File: src/core/brk_pkg.sv
package brk_pkg;

  localparam int ADDR_W = 16;
  localparam int DATA_W = 16;
  localparam int REG_W  = 8;
  localparam int REG_AW = 3;

  // register indices on the plain register port
  localparam logic [REG_AW-1:0] OFS_CTRL    = 3'h0;
  localparam logic [REG_AW-1:0] OFS_STAT    = 3'h1;
  localparam logic [REG_AW-1:0] OFS_ADDR_HI = 3'h2;
  localparam logic [REG_AW-1:0] OFS_ADDR_LO = 3'h3;
  localparam logic [REG_AW-1:0] OFS_DATA_HI = 3'h4;
  localparam logic [REG_AW-1:0] OFS_DATA_LO = 3'h5;

  // status register layout
  localparam int STAT_FLAG_BIT = 7;
  localparam int STAT_IE_BIT   = 6;
  localparam logic [REG_W-1:0] STAT_RSVD_ONES = 8'h3f;

  // reset values
  localparam logic [REG_W-1:0]  CTRL_RESET = 8'h80;
  localparam logic [ADDR_W-1:0] ADDR_RESET = 16'hffff;
  localparam logic [REG_W-1:0]  READ_ZERO  = 8'h00;

  typedef enum logic [1:0] {
    CYC_EXEC  = 2'h0,
    CYC_READ  = 2'h1,
    CYC_WRITE = 2'h2,
    CYC_RW    = 2'h3
  } cycle_sel_t;

  typedef enum logic [2:0] {
    AW_16 = 3'h0,
    AW_12 = 3'h1,
    AW_8  = 3'h2,
    AW_4  = 3'h3
  } addr_width_t;

  typedef enum logic [1:0] {
    DS_NONE = 2'h0,
    DS_LOW  = 2'h1,
    DS_HIGH = 2'h2,
    DS_FULL = 2'h3
  } data_sel_t;

  // bit 7 unmask, 6:5 cycle, 4:2 address width, 1:0 data select
  typedef struct packed {
    logic        return_irq_unmask;
    cycle_sel_t  cycle_select;
    addr_width_t address_match_width;
    data_sel_t   data_match_select;
  } ctrl_t;

  typedef struct packed {
    logic              valid;
    logic              exec;
    logic              write;
    logic              word;
    logic              io8;
    logic [ADDR_W-1:0] addr;
    logic [DATA_W-1:0] data;
  } cpu_bus_t;

  typedef struct packed {
    logic              wr;
    logic              rd;
    logic [REG_AW-1:0] addr;
    logic [REG_W-1:0]  wdata;
  } reg_req_t;

  function automatic logic [ADDR_W-1:0] addr_mask(input addr_width_t w);
    case (w)
      AW_16:   addr_mask = 16'hffff;
      AW_12:   addr_mask = 16'hfff0;
      AW_8:    addr_mask = 16'hff00;
      AW_4:    addr_mask = 16'hf000;
      default: addr_mask = 16'hffff;
    endcase
  endfunction

endpackage

File: src/core/break_match.sv
`timescale 1ns/10ps
module break_match (
  input  wire brk_pkg::ctrl_t          ctrl,
  input  wire logic [brk_pkg::ADDR_W-1:0] bar,
  input  wire logic [brk_pkg::DATA_W-1:0] bdata,
  input  wire brk_pkg::cpu_bus_t       bus,
  output logic                         hit
);

  logic                         cyc_ok;
  logic                         addr_ok;
  logic                         data_ok;
  logic                         upper_only;
  logic [brk_pkg::DATA_W-1:0]   lanes;
  logic [brk_pkg::ADDR_W-1:0]   msk;

  always_comb begin
    // byte and 8-bit i/o accesses ride the upper lane
    upper_only = !bus.word || bus.io8;                   // see RULE7
    if (upper_only) begin
      lanes = {bus.data[7:0], 8'h00};                    // see RULE8
    end else if (bus.addr[0]) begin
      lanes = {8'h00, bus.data[7:0]};                    // see RULE9
    end else begin
      lanes = bus.data;                                  // see RULE9
    end
    case (ctrl.cycle_select)                             // see RULE3
      brk_pkg::CYC_EXEC:  cyc_ok = bus.exec;
      brk_pkg::CYC_READ:  cyc_ok = !bus.exec && !bus.write;
      brk_pkg::CYC_WRITE: cyc_ok = !bus.exec && bus.write;
      default:            cyc_ok = !bus.exec;
    endcase
    msk     = brk_pkg::addr_mask(ctrl.address_match_width); // see RULE4
    addr_ok = ((bus.addr ^ bar) & msk) == '0;
    case (ctrl.data_match_select)                        // see RULE6
      brk_pkg::DS_NONE: data_ok = 1'b1;
      brk_pkg::DS_LOW:  data_ok = lanes[7:0] == bdata[7:0];   // see RULE16
      brk_pkg::DS_HIGH: data_ok = lanes[15:8] == bdata[15:8]; // see RULE16
      default:          data_ok = lanes == bdata;
    endcase
    // an exec cycle has no data phase worth comparing
    if (bus.exec) begin
      data_ok = 1'b1;
    end
    hit = bus.valid && cyc_ok && addr_ok && data_ok;     // see RULE21
  end

endmodule

File: src/core/rte_gate.sv
`timescale 1ns/10ps
module return_gate (
  input  wire logic ref_clk,
  input  wire logic resetn,
  input  wire logic unmask,
  input  wire logic return_done,
  input  wire logic insn_done,
  output logic      hold
);

  typedef struct packed {
    logic hold;
  } gate_st_t;

  gate_st_t st_ff;
  gate_st_t nxt_st;

  always_comb begin
    nxt_st = st_ff;
    // the instruction after the return must finish before release
    if (return_done) begin
      nxt_st.hold = !unmask;                             // see RULE2
    end else if (insn_done) begin
      nxt_st.hold = 1'b0;
    end
  end

  always_ff @(posedge ref_clk) begin
    if (!resetn) begin
      st_ff <= '0;
    end else begin
      st_ff <= nxt_st;
    end
  end

  assign hold = st_ff.hold;

endmodule

File: src/core/address_break_comparator.sv
`timescale 1ns/10ps
// What this block does
// RULE1 - break request ignores cpu interrupt mask bit
// RULE2 - unmask bit 0 holds irq after return
// RULE3 - cycle select picks exec, read, write, either
// RULE4 - match width compares 16, 12, 8, 4 bits
// RULE5 - software never writes reserved width codes
// RULE6 - data select: none, low, high, full
// RULE7 - word to 8-bit i/o seen as bytes
// RULE8 - byte accesses always use upper lane
// RULE9 - word lane follows address parity and space
// RULE10 - flag sets when all conditions match
// RULE11 - flag clears by write 0 after read
// RULE12 - irq enable gates request forwarding
// RULE13 - six low status bits read one
// RULE14 - break address 16 bits, resets all ones
// RULE15 - software loads first byte of instruction
// RULE16 - data high vs upper lane, low vs lower
// RULE17 - software puts byte compare value in high
// RULE18 - break data register not reset
// RULE19 - request only while flag and enable set
// RULE20 - cpu takes exception after current instruction
// RULE21 - cycle, address, data matched same cycle
module address_break_comparator (
  input  wire logic                    ref_clk,
  input  wire logic                    resetn,
  input  wire brk_pkg::reg_req_t       reg_req,
  output logic [brk_pkg::REG_W-1:0]    reg_rdata,
  input  wire brk_pkg::cpu_bus_t       cpu_bus,
  input  wire logic                    return_done,
  input  wire logic                    insn_done,
  output logic                         break_irq
);

  typedef struct packed {
    brk_pkg::ctrl_t             ctrl;
    logic                       flag;
    logic                       ie;
    logic                       flag_seen;
    logic [brk_pkg::ADDR_W-1:0] bar;
    logic [brk_pkg::DATA_W-1:0] bdata;
    logic [brk_pkg::REG_W-1:0]  rdata;
  } brk_st_t;

  brk_st_t st_ff;
  brk_st_t nxt_st;

  logic                      hit;
  logic                      return_hold;
  logic                      clr_req;
  logic [brk_pkg::REG_W-1:0] stat_val;

  break_match u_match (
    .ctrl (st_ff.ctrl),
    .bar  (st_ff.bar),
    .bdata (st_ff.bdata),
    .bus  (cpu_bus),
    .hit  (hit)
  );

  return_gate u_ret (
    .ref_clk     (ref_clk),
    .resetn      (resetn),
    .unmask      (st_ff.ctrl.return_irq_unmask),
    .return_done (return_done),
    .insn_done   (insn_done),
    .hold        (return_hold)
  );

  function automatic logic is_wr(input brk_pkg::reg_req_t r,
                                 input logic [brk_pkg::REG_AW-1:0] ofs);
    is_wr = r.wr && (r.addr == ofs);
  endfunction

  always_comb begin
    stat_val = brk_pkg::STAT_RSVD_ONES;                  // see RULE13
    stat_val[brk_pkg::STAT_FLAG_BIT] = st_ff.flag;
    stat_val[brk_pkg::STAT_IE_BIT]   = st_ff.ie;
  end

  // clear needs a prior read of the flag as one
  assign clr_req = is_wr(reg_req, brk_pkg::OFS_STAT) &&
                   !reg_req.wdata[brk_pkg::STAT_FLAG_BIT] &&
                   st_ff.flag_seen;

  always_comb begin
    nxt_st = st_ff;
    nxt_st.rdata = brk_pkg::READ_ZERO;
    if (reg_req.rd) begin
      case (reg_req.addr)
        brk_pkg::OFS_CTRL:    nxt_st.rdata = st_ff.ctrl;
        brk_pkg::OFS_STAT:    nxt_st.rdata = stat_val;
        brk_pkg::OFS_ADDR_HI: nxt_st.rdata = st_ff.bar[15:8];
        brk_pkg::OFS_ADDR_LO: nxt_st.rdata = st_ff.bar[7:0];
        brk_pkg::OFS_DATA_HI: nxt_st.rdata = st_ff.bdata[15:8];
        brk_pkg::OFS_DATA_LO: nxt_st.rdata = st_ff.bdata[7:0];
        default:              nxt_st.rdata = brk_pkg::READ_ZERO;
      endcase
      if (reg_req.addr == brk_pkg::OFS_STAT && st_ff.flag) begin
        nxt_st.flag_seen = 1'b1;                         // see RULE11
      end
    end
    if (is_wr(reg_req, brk_pkg::OFS_CTRL)) begin
      nxt_st.ctrl = reg_req.wdata;                       // see RULE3
    end
    if (is_wr(reg_req, brk_pkg::OFS_STAT)) begin
      nxt_st.ie = reg_req.wdata[brk_pkg::STAT_IE_BIT];   // see RULE12
      if (clr_req) begin
        nxt_st.flag      = 1'b0;                         // see RULE11
        nxt_st.flag_seen = 1'b0;
      end
    end
    if (is_wr(reg_req, brk_pkg::OFS_ADDR_HI)) begin
      nxt_st.bar[15:8] = reg_req.wdata;                  // see RULE14
    end
    if (is_wr(reg_req, brk_pkg::OFS_ADDR_LO)) begin
      nxt_st.bar[7:0] = reg_req.wdata;                   // see RULE14
    end
    if (is_wr(reg_req, brk_pkg::OFS_DATA_HI)) begin
      nxt_st.bdata[15:8] = reg_req.wdata;                // see RULE16
    end
    if (is_wr(reg_req, brk_pkg::OFS_DATA_LO)) begin
      nxt_st.bdata[7:0] = reg_req.wdata;                 // see RULE16
    end
    // a match in the clearing cycle wins over the clear
    if (hit) begin
      nxt_st.flag = 1'b1;                                // see RULE10
    end
  end

  always_ff @(posedge ref_clk) begin
    st_ff <= nxt_st;
    // break data left out of reset on purpose
    if (!resetn) begin                                   // see RULE18
      st_ff.ctrl      <= brk_pkg::CTRL_RESET;            // see RULE2
      st_ff.flag      <= 1'b0;
      st_ff.ie        <= 1'b0;
      st_ff.flag_seen <= 1'b0;
      st_ff.bar       <= brk_pkg::ADDR_RESET;            // see RULE14
      st_ff.rdata     <= brk_pkg::READ_ZERO;
    end
  end

  assign reg_rdata = st_ff.rdata;

  // no cpu mask bit input: the request is not maskable by it
  assign break_irq = st_ff.flag && st_ff.ie &&
                     !return_hold;                       // see RULE1 RULE19
endmodule

File: config.mk
export PLATFORM = sky130hd
export DESIGN_NAME = address_break_comparator
export DESIGN_NICKNAME = d
export VERILOG_FILES = /design/src/core/brk_pkg.sv /design/src/core/break_match.sv /design/src/core/rte_gate.sv /design/src/core/address_break_comparator.sv
export SDC_FILE = /design/constraint.sdc
export NUM_CORES = 1
export LEC_CHECK = 0
export ABC_AREA = 1
export BUFFER_PORTS_ARGS = -buffer_cell sky130_fd_sc_hd__buf_2
export CORE_MARGIN = 4
export CORE_UTILIZATION = 33
export DETAILED_ROUTE_END_ITERATION = 12
export GPL_ROUTABILITY_DRIVEN = 1
export PLACE_DENSITY_LB_ADDON = 0.12
export SKIP_CTS_REPAIR_TIMING = 1
export SYNTH_ARGS = -nofsm -noshare
export SYNTH_HDL_FRONTEND = slang
export SYNTH_SLANG_ARGS = --single-unit
File: constraint.sdc
create_clock -name ref_clk -period 1.7 [get_ports ref_clk]
set_input_delay 0.34 -clock ref_clk [delete_from_list [all_inputs] [get_ports ref_clk]]
set_output_delay 0.34 -clock ref_clk [all_outputs]
set_load 0.01 [all_outputs]
# [After elaboration in Yosys (flattened, before gate mapping)]
# Index checks and enable logic that the tools add are counted.
# Widths: inputs -> output; s select.
[word_totals] ff_bits=52 out_inout_bits=9 wordCells=77 input_bits=54
[classes] n_mux=15 bitwise_logic=2 eq_ne=15 reduce_logical=32
[ops] operator="$pmux 8 s6" count=1
[ops] operator="$pmux 12 s3" count=1
[ops] operator="$mux 16" count=2
[ops] operator="$and 16x16->16" count=1
[ops] operator="$eq 16x16->1" count=1
[ops] operator="$eq 8x8->1" count=2
[ops] operator="$logic_and 1x1->1" count=16
[ops] operator="$logic_not 16->1" count=1
[ops] operator="$xor 16x16->16" count=1
[ops] operator="$eq 3x2->1 const B" count=4
[ops] operator="$mux 1" count=8
[ops] operator="$eq 3x1->1 const B" count=2
[ops] operator="$eq 3x3->1 const B" count=2
[ops] operator="$logic_not 1->1" count=6
[ops] operator="$pmux 1 s3" count=2
[ops] operator="$reduce_bool 2->1" count=3
[ops] operator="$eq 2x1->1 const B" count=2
[ops] operator="$eq 2x2->1 const B" count=2
[ops] operator="$logic_not 2->1" count=2
[ops] operator="$reduce_and 2->1" count=2
[ops] operator="$logic_not 3->1" count=1
[ops] operator="$mux 3" count=1
[ops] operator="$logic_or 1x1->1" count=1

# [Depth between registers and ports, before layout]
[logic_depth] word_depth=9 ltp_mapped=15 depth_no_buf=14

# [Cells and area by module]
# Synthesis repeated with hierarchy kept, for this count alone.
[unflattened] hier_cells=436 area_unflattened_um2=3079.2
[by_module_without_submodules] module="address_break_comparator" cells_each=257 area_per_inst_um2=2184.6 instances=1 seq_area_each_um2=1181.1
[by_module_without_submodules] module="break_match" cells_each=172 area_per_inst_um2=847.1 instances=1 seq_area_each_um2=0.0
[by_module_without_submodules] module="return_gate" cells_each=7 area_per_inst_um2=47.5 instances=1 seq_area_each_um2=20.0

# [Worst setup path before layout]
# Ideal clock, no wire load.
[synth_path] path_kind="input-to-reg" startpoint="input port reg_req[9] (netlist bit)" endpoint="register st_ff[10] (netlist bit) (enable)" path_slack_ns=0.319 setup_ns=0.370 path_buffers=0 required_ns=1.330 path_stages=5 arrival_time_ns=1.010 cell_sequence="inv_1 -> nand2_1 -> inv_1 -> nand2_1 -> nor2_1"
[synth_via] elab_chain_cells=2
[synth_lines] item="start: declaration" line_no="address_break_comparator.sv:27" source="input wire brk_pkg::reg_req_t reg_req,"
[synth_lines] item="$eq 3x3->1" line_no="address_break_comparator.sv:72" source="is_wr = r.wr && (r.addr == ofs);"
[synth_lines] item="$logic_and 1x1->1" line_no="address_break_comparator.sv:72"
[synth_lines] item="end signal: assignment" line_no="address_break_comparator.sv:132" source="st_ff <= nxt_st;"
[synth_lines] item="end: declaration" line_no="address_break_comparator.sv:45" source="brk_st_t st_ff;"
# Every way passes these cells.
# A chain may end at the register's enable or synchronous reset.

# [Worst setup path after layout]
[layout_path] startpoint="register st_ff[48] (netlist name)" endpoint="register st_ff[42] (netlist bit)"
[layout_via] elab_chain_cells=7 elab_cells_between_ends=11 classes_between="eq/ne (2); mux (2); reduce/logical (7)"
[layout_lines] item="$eq 2x2->1 (tied with other cells)" line_no="break_match.sv:27" source="case (ctrl.cycle_select)"
[layout_lines] item="$pmux 1 s3 (*)" line_no="break_match.sv:27"
[layout_lines] item="$logic_and 1x1->1 (*) (3 in series)" line_no="break_match.sv:45" source="hit = bus.valid && cyc_ok && addr_ok && data_ok;"
[layout_lines] item="$reduce_bool 2->1 (no source line)"
[layout_lines] item="$reduce_and 2->1 (no source line)"
# Mark *: on every way between the ends. The rest lies on a longest branch, timed or not.

==> flow_summary.json <==
{
  "ctsLongestPathBuffers": 2,
  "min_period_over_period": 0.887,
  "grt-ovfl-total": 0,
  "cts_inserted_buffers": 5,
  "h-tree-depth": 2,
  "nNetsFinal": 519,
  "clock_latency_ns": 0.31,
  "slew_headroom": 0.714,
  "cp.required_ns": 1.96,
  "gp_congestion": 0.885,
  "fmax_mhz": 663,
  "ir_worst_vdd_mv": 0.393,
  "die_area_um2": 10200,
  "num_antenna_cells": 0,
  "grt_pass1_wl_um": 13200,
  "clock-sinks": 52,
  "syn-num-nets": 448,
  "clockPowerShare": 0.339,
  "drtIter0Drc": 141,
  "portBuffers": 62,
  "synth-seq-cells": 52,
  "wl_um": 8050,
  "postLayoutCellArea_um2": 3460,
  "grt_usage": 0.167,
  "layout_commonest_cell": "nand2_1",
  "grt_pass1_vias": 2639,
  "hold_path.class": "primary input to flip-flop",
  "p_sw_w": 0.000674,
  "routedWlPerCell_um": 14.2,
  "seqPwrFrac": 0.512,
  "cap_violations": 0,
  "dpl_cell_area_um2": 3340,
  "power.leakage_nw": 1.64,
  "fp.dieH_um": 101,
  "hpwlAfterDp_um": 6620,
  "grt_max_degree": 19,
  "combPwrFrac": 0.150,
  "cp-start-kind": "flip-flop",
  "drc_errors": 0,
  "timing.rr.start": "st_ff[48]",
  "area_growth_pct": 20.9,
  "worstRegToRegCells": 9,
  "dr_total_vias": 2642,
  "vias_per_cell": 4.65,
  "worst_path_most_repeated_cell": "nand2_1",
  "intPower_w": 0.00197,
  "tightest_slew_ns": 0.428,
  "cp_slowest_cell": "dfxtp_1",
  "cts_tree": "done",
  "rows": 33,
  "die_w_um": 101,
  "cp_slowest_stage_delay_ns": 0.37,
  "crit_fanout": 3,
  "crit_chain": "inv_1 -> ha_1 -> a21boi_0 -> o21ai_0 -> nand3_1 -> nand4_1 -> nor2_2 -> nand2_1 -> nand2_1",
  "core_um2": 8340,
  "cp-startpoint": "st_ff[48]",
  "r2r-end": "st_ff[42]",
  "crit_path_end_kind": "flip-flop",
  "p_per_area_nw_per_um2": 763,
  "rsz0062_at_grt": "no",
  "synth_edf_count": 16,
  "synth-async-reset-ratio": 0,
  "cts.clk_slew.worst_paths_ns": 0.10,
  "layout_common_cells": "nand2_1 (127), buf_2 (62), inv_1 (44), dfxtp_1 (36), nand3_1 (32)",
  "syn_inst": 391,
  "ys.warnings.count": 0,
  "antenna_found_initial": 0,
  "slew_violations": 0,
  "min_period_ns": 1.51,
  "setup_tns_ns": 0,
  "crit_family": "simple AND/OR/NAND/NOR gates",
  "crit_type": "flip-flop to flip-flop",
  "skew_ns": 0.00552,
  "setup_viol": 0,
  "arrival_ns": 1.76,
  "swShare": 0.255,
  "io-pin-count": 63,
  "finalHoldViolCount": 0,
  "syn_area_um2": 2860,
  "synth_cell_types": 32,
  "finalNonFillerCells": 568,
  "status": "completed",
  "synth.area.top_cells": "dfxtp_1 (25%), edfxtp_1 (17%), nand2_1 (17%)",
  "postSynthAreaPerCell_um2": 7.32,
  "yosys.area.top_type": "dfxtp_1",
  "dp.cells": 560,
  "ys_dominant_reg_cell": "dfxtp_1",
  "drive_above_1_share": 0.210,
  "cp.buffers_inverters": 1,
  "worstHoldPathCells": 1,
  "synth_top_area_frac": 0.252,
  "min_from": "reg_req[3]",
  "yosysSeqAreaShare": 0.420,
  "ant_nets": 0,
  "min_to": "st_ff[11]",
  "cts_root_buf": "clkbuf_8",
  "first_pass_iters": 4,
  "rrSetupSlack_ns": 0.19,
  "start_util": 0.343
}
[cell usage after synthesis (2+ instances only)]
| cell | number |
|---|---|
| buf_6 | 2 |
| inv_1 | 44 |
| a41oi_1 | 5 |
| o21ai_0 | 21 |
| clkinv_1 | 2 |
| a22oi_1 | 4 |
| ha_1 | 3 |
| nor3_1 | 2 |
| buf_4 | 9 |
| o22ai_1 | 3 |
| a221oi_1 | 4 |
| nor2_1 | 29 |
| nor2_2 | 2 |
| edfxtp_1 | 16 |
| inv_2 | 3 |
| nand3b_1 | 2 |
| nand4_1 | 5 |
| nand3_1 | 32 |
| xor2_1 | 7 |
| clkbuf_1 | 3 |
| nor2_4 | 2 |
| a21oi_1 | 8 |
| nand2_1 | 127 |
| xnor2_1 | 11 |
| dfxtp_1 | 36 |
| o211ai_1 | 3 |
[worst reg2reg max path: stages (launching register included)]
cell      delay, ns
dfxtp_1        0.37
inv_1          0.08
ha_1           0.27
a21boi_0       0.15
o21ai_0        0.11
nand3_1        0.08
nand4_1        0.15
nor2_2         0.14
nand2_1        0.06
nand2_1        0.05
[through the flow]
step	total power (W)	hold slack [ns]	setup slack (ns)	utilization
global route	0.00278	0.279	0.0133	0.415
finish	0.00264	0.288	0.193	0.415
global placement	0.00178	0.443	0.0491	0.400
CTS	0.00268	0.281	0.167	0.415
floorplan	0.00160	0.427	0.319	-
detailed placement	0.00178	0.445	0.0105	0.400
[kinds of logic after synthesis]
kind of cell               count (synthesis)  synth area share
buffers and inverters                     64             0.101
xor gates and xnor gates                  18            0.0551
adders and majority gates                  3            0.0131
and+or+nand+nor                          203             0.300
AOI/OAI and AO/OA                         51             0.111
DFF                                       52             0.420
[power groups by stage]
stage,Sequential [W],Combinational (W),Clock (W)
floorplan,0.00137,0.000231,0
finish,0.00135,0.000395,0.000895
global placement,0.00138,0.000396,0
global route,0.00136,0.000452,0.000967
CTS,0.00135,0.000401,0.000923
detailed placement,0.00138,0.000399,0
[layer usage]
| layer | up-vias | GRT usage | share of wire |
|---|---|---|---|
| met1 | 1164 | 0.222 | 0.47 |
| met2 | 66 | 0.285 | 0.47 |
| met5 | - | 0 | 0 |
| li1 | 1406 | - | - |
| met4 | 0 | 0.0460 | 0.010 |
| met3 | 6 | 0.0241 | 0.052 |
[how the worst max path moves through the flow]
stage / to / cells after the start
2_1_floorplan: st_ff[10] / 5
3_3_place_gp: st_ff[42] / 15
3_5_place_dp: st_ff[42] / 15
4_1_cts: st_ff[42] / 9
5_1_grt: st_ff[42] / 9
6_report: st_ff[42] / 9
[area by class of cell]
| cell class | instances | area (um2) |
|---|---|---|
| Tap cell | 105 | 131 |
| Multi-Input combinational cell | 275 | 1370 |
| Clock buffer | 6 | 82.6 |
| Sequential cell | 52 | 1200 |
| Fill cell | 914 | 4880 |
| Clock inverter | 2 | 38.8 |
| Timing Repair Buffer | 79 | 450 |
| Inverter | 49 | 184 |
[registers in the layout (all words and copies together), names as in the netlist]
name and count:
reg_rdata 8, st_ff 43, u_ret.hold 1
Note: power is estimated with default switching activity, not from simulation.
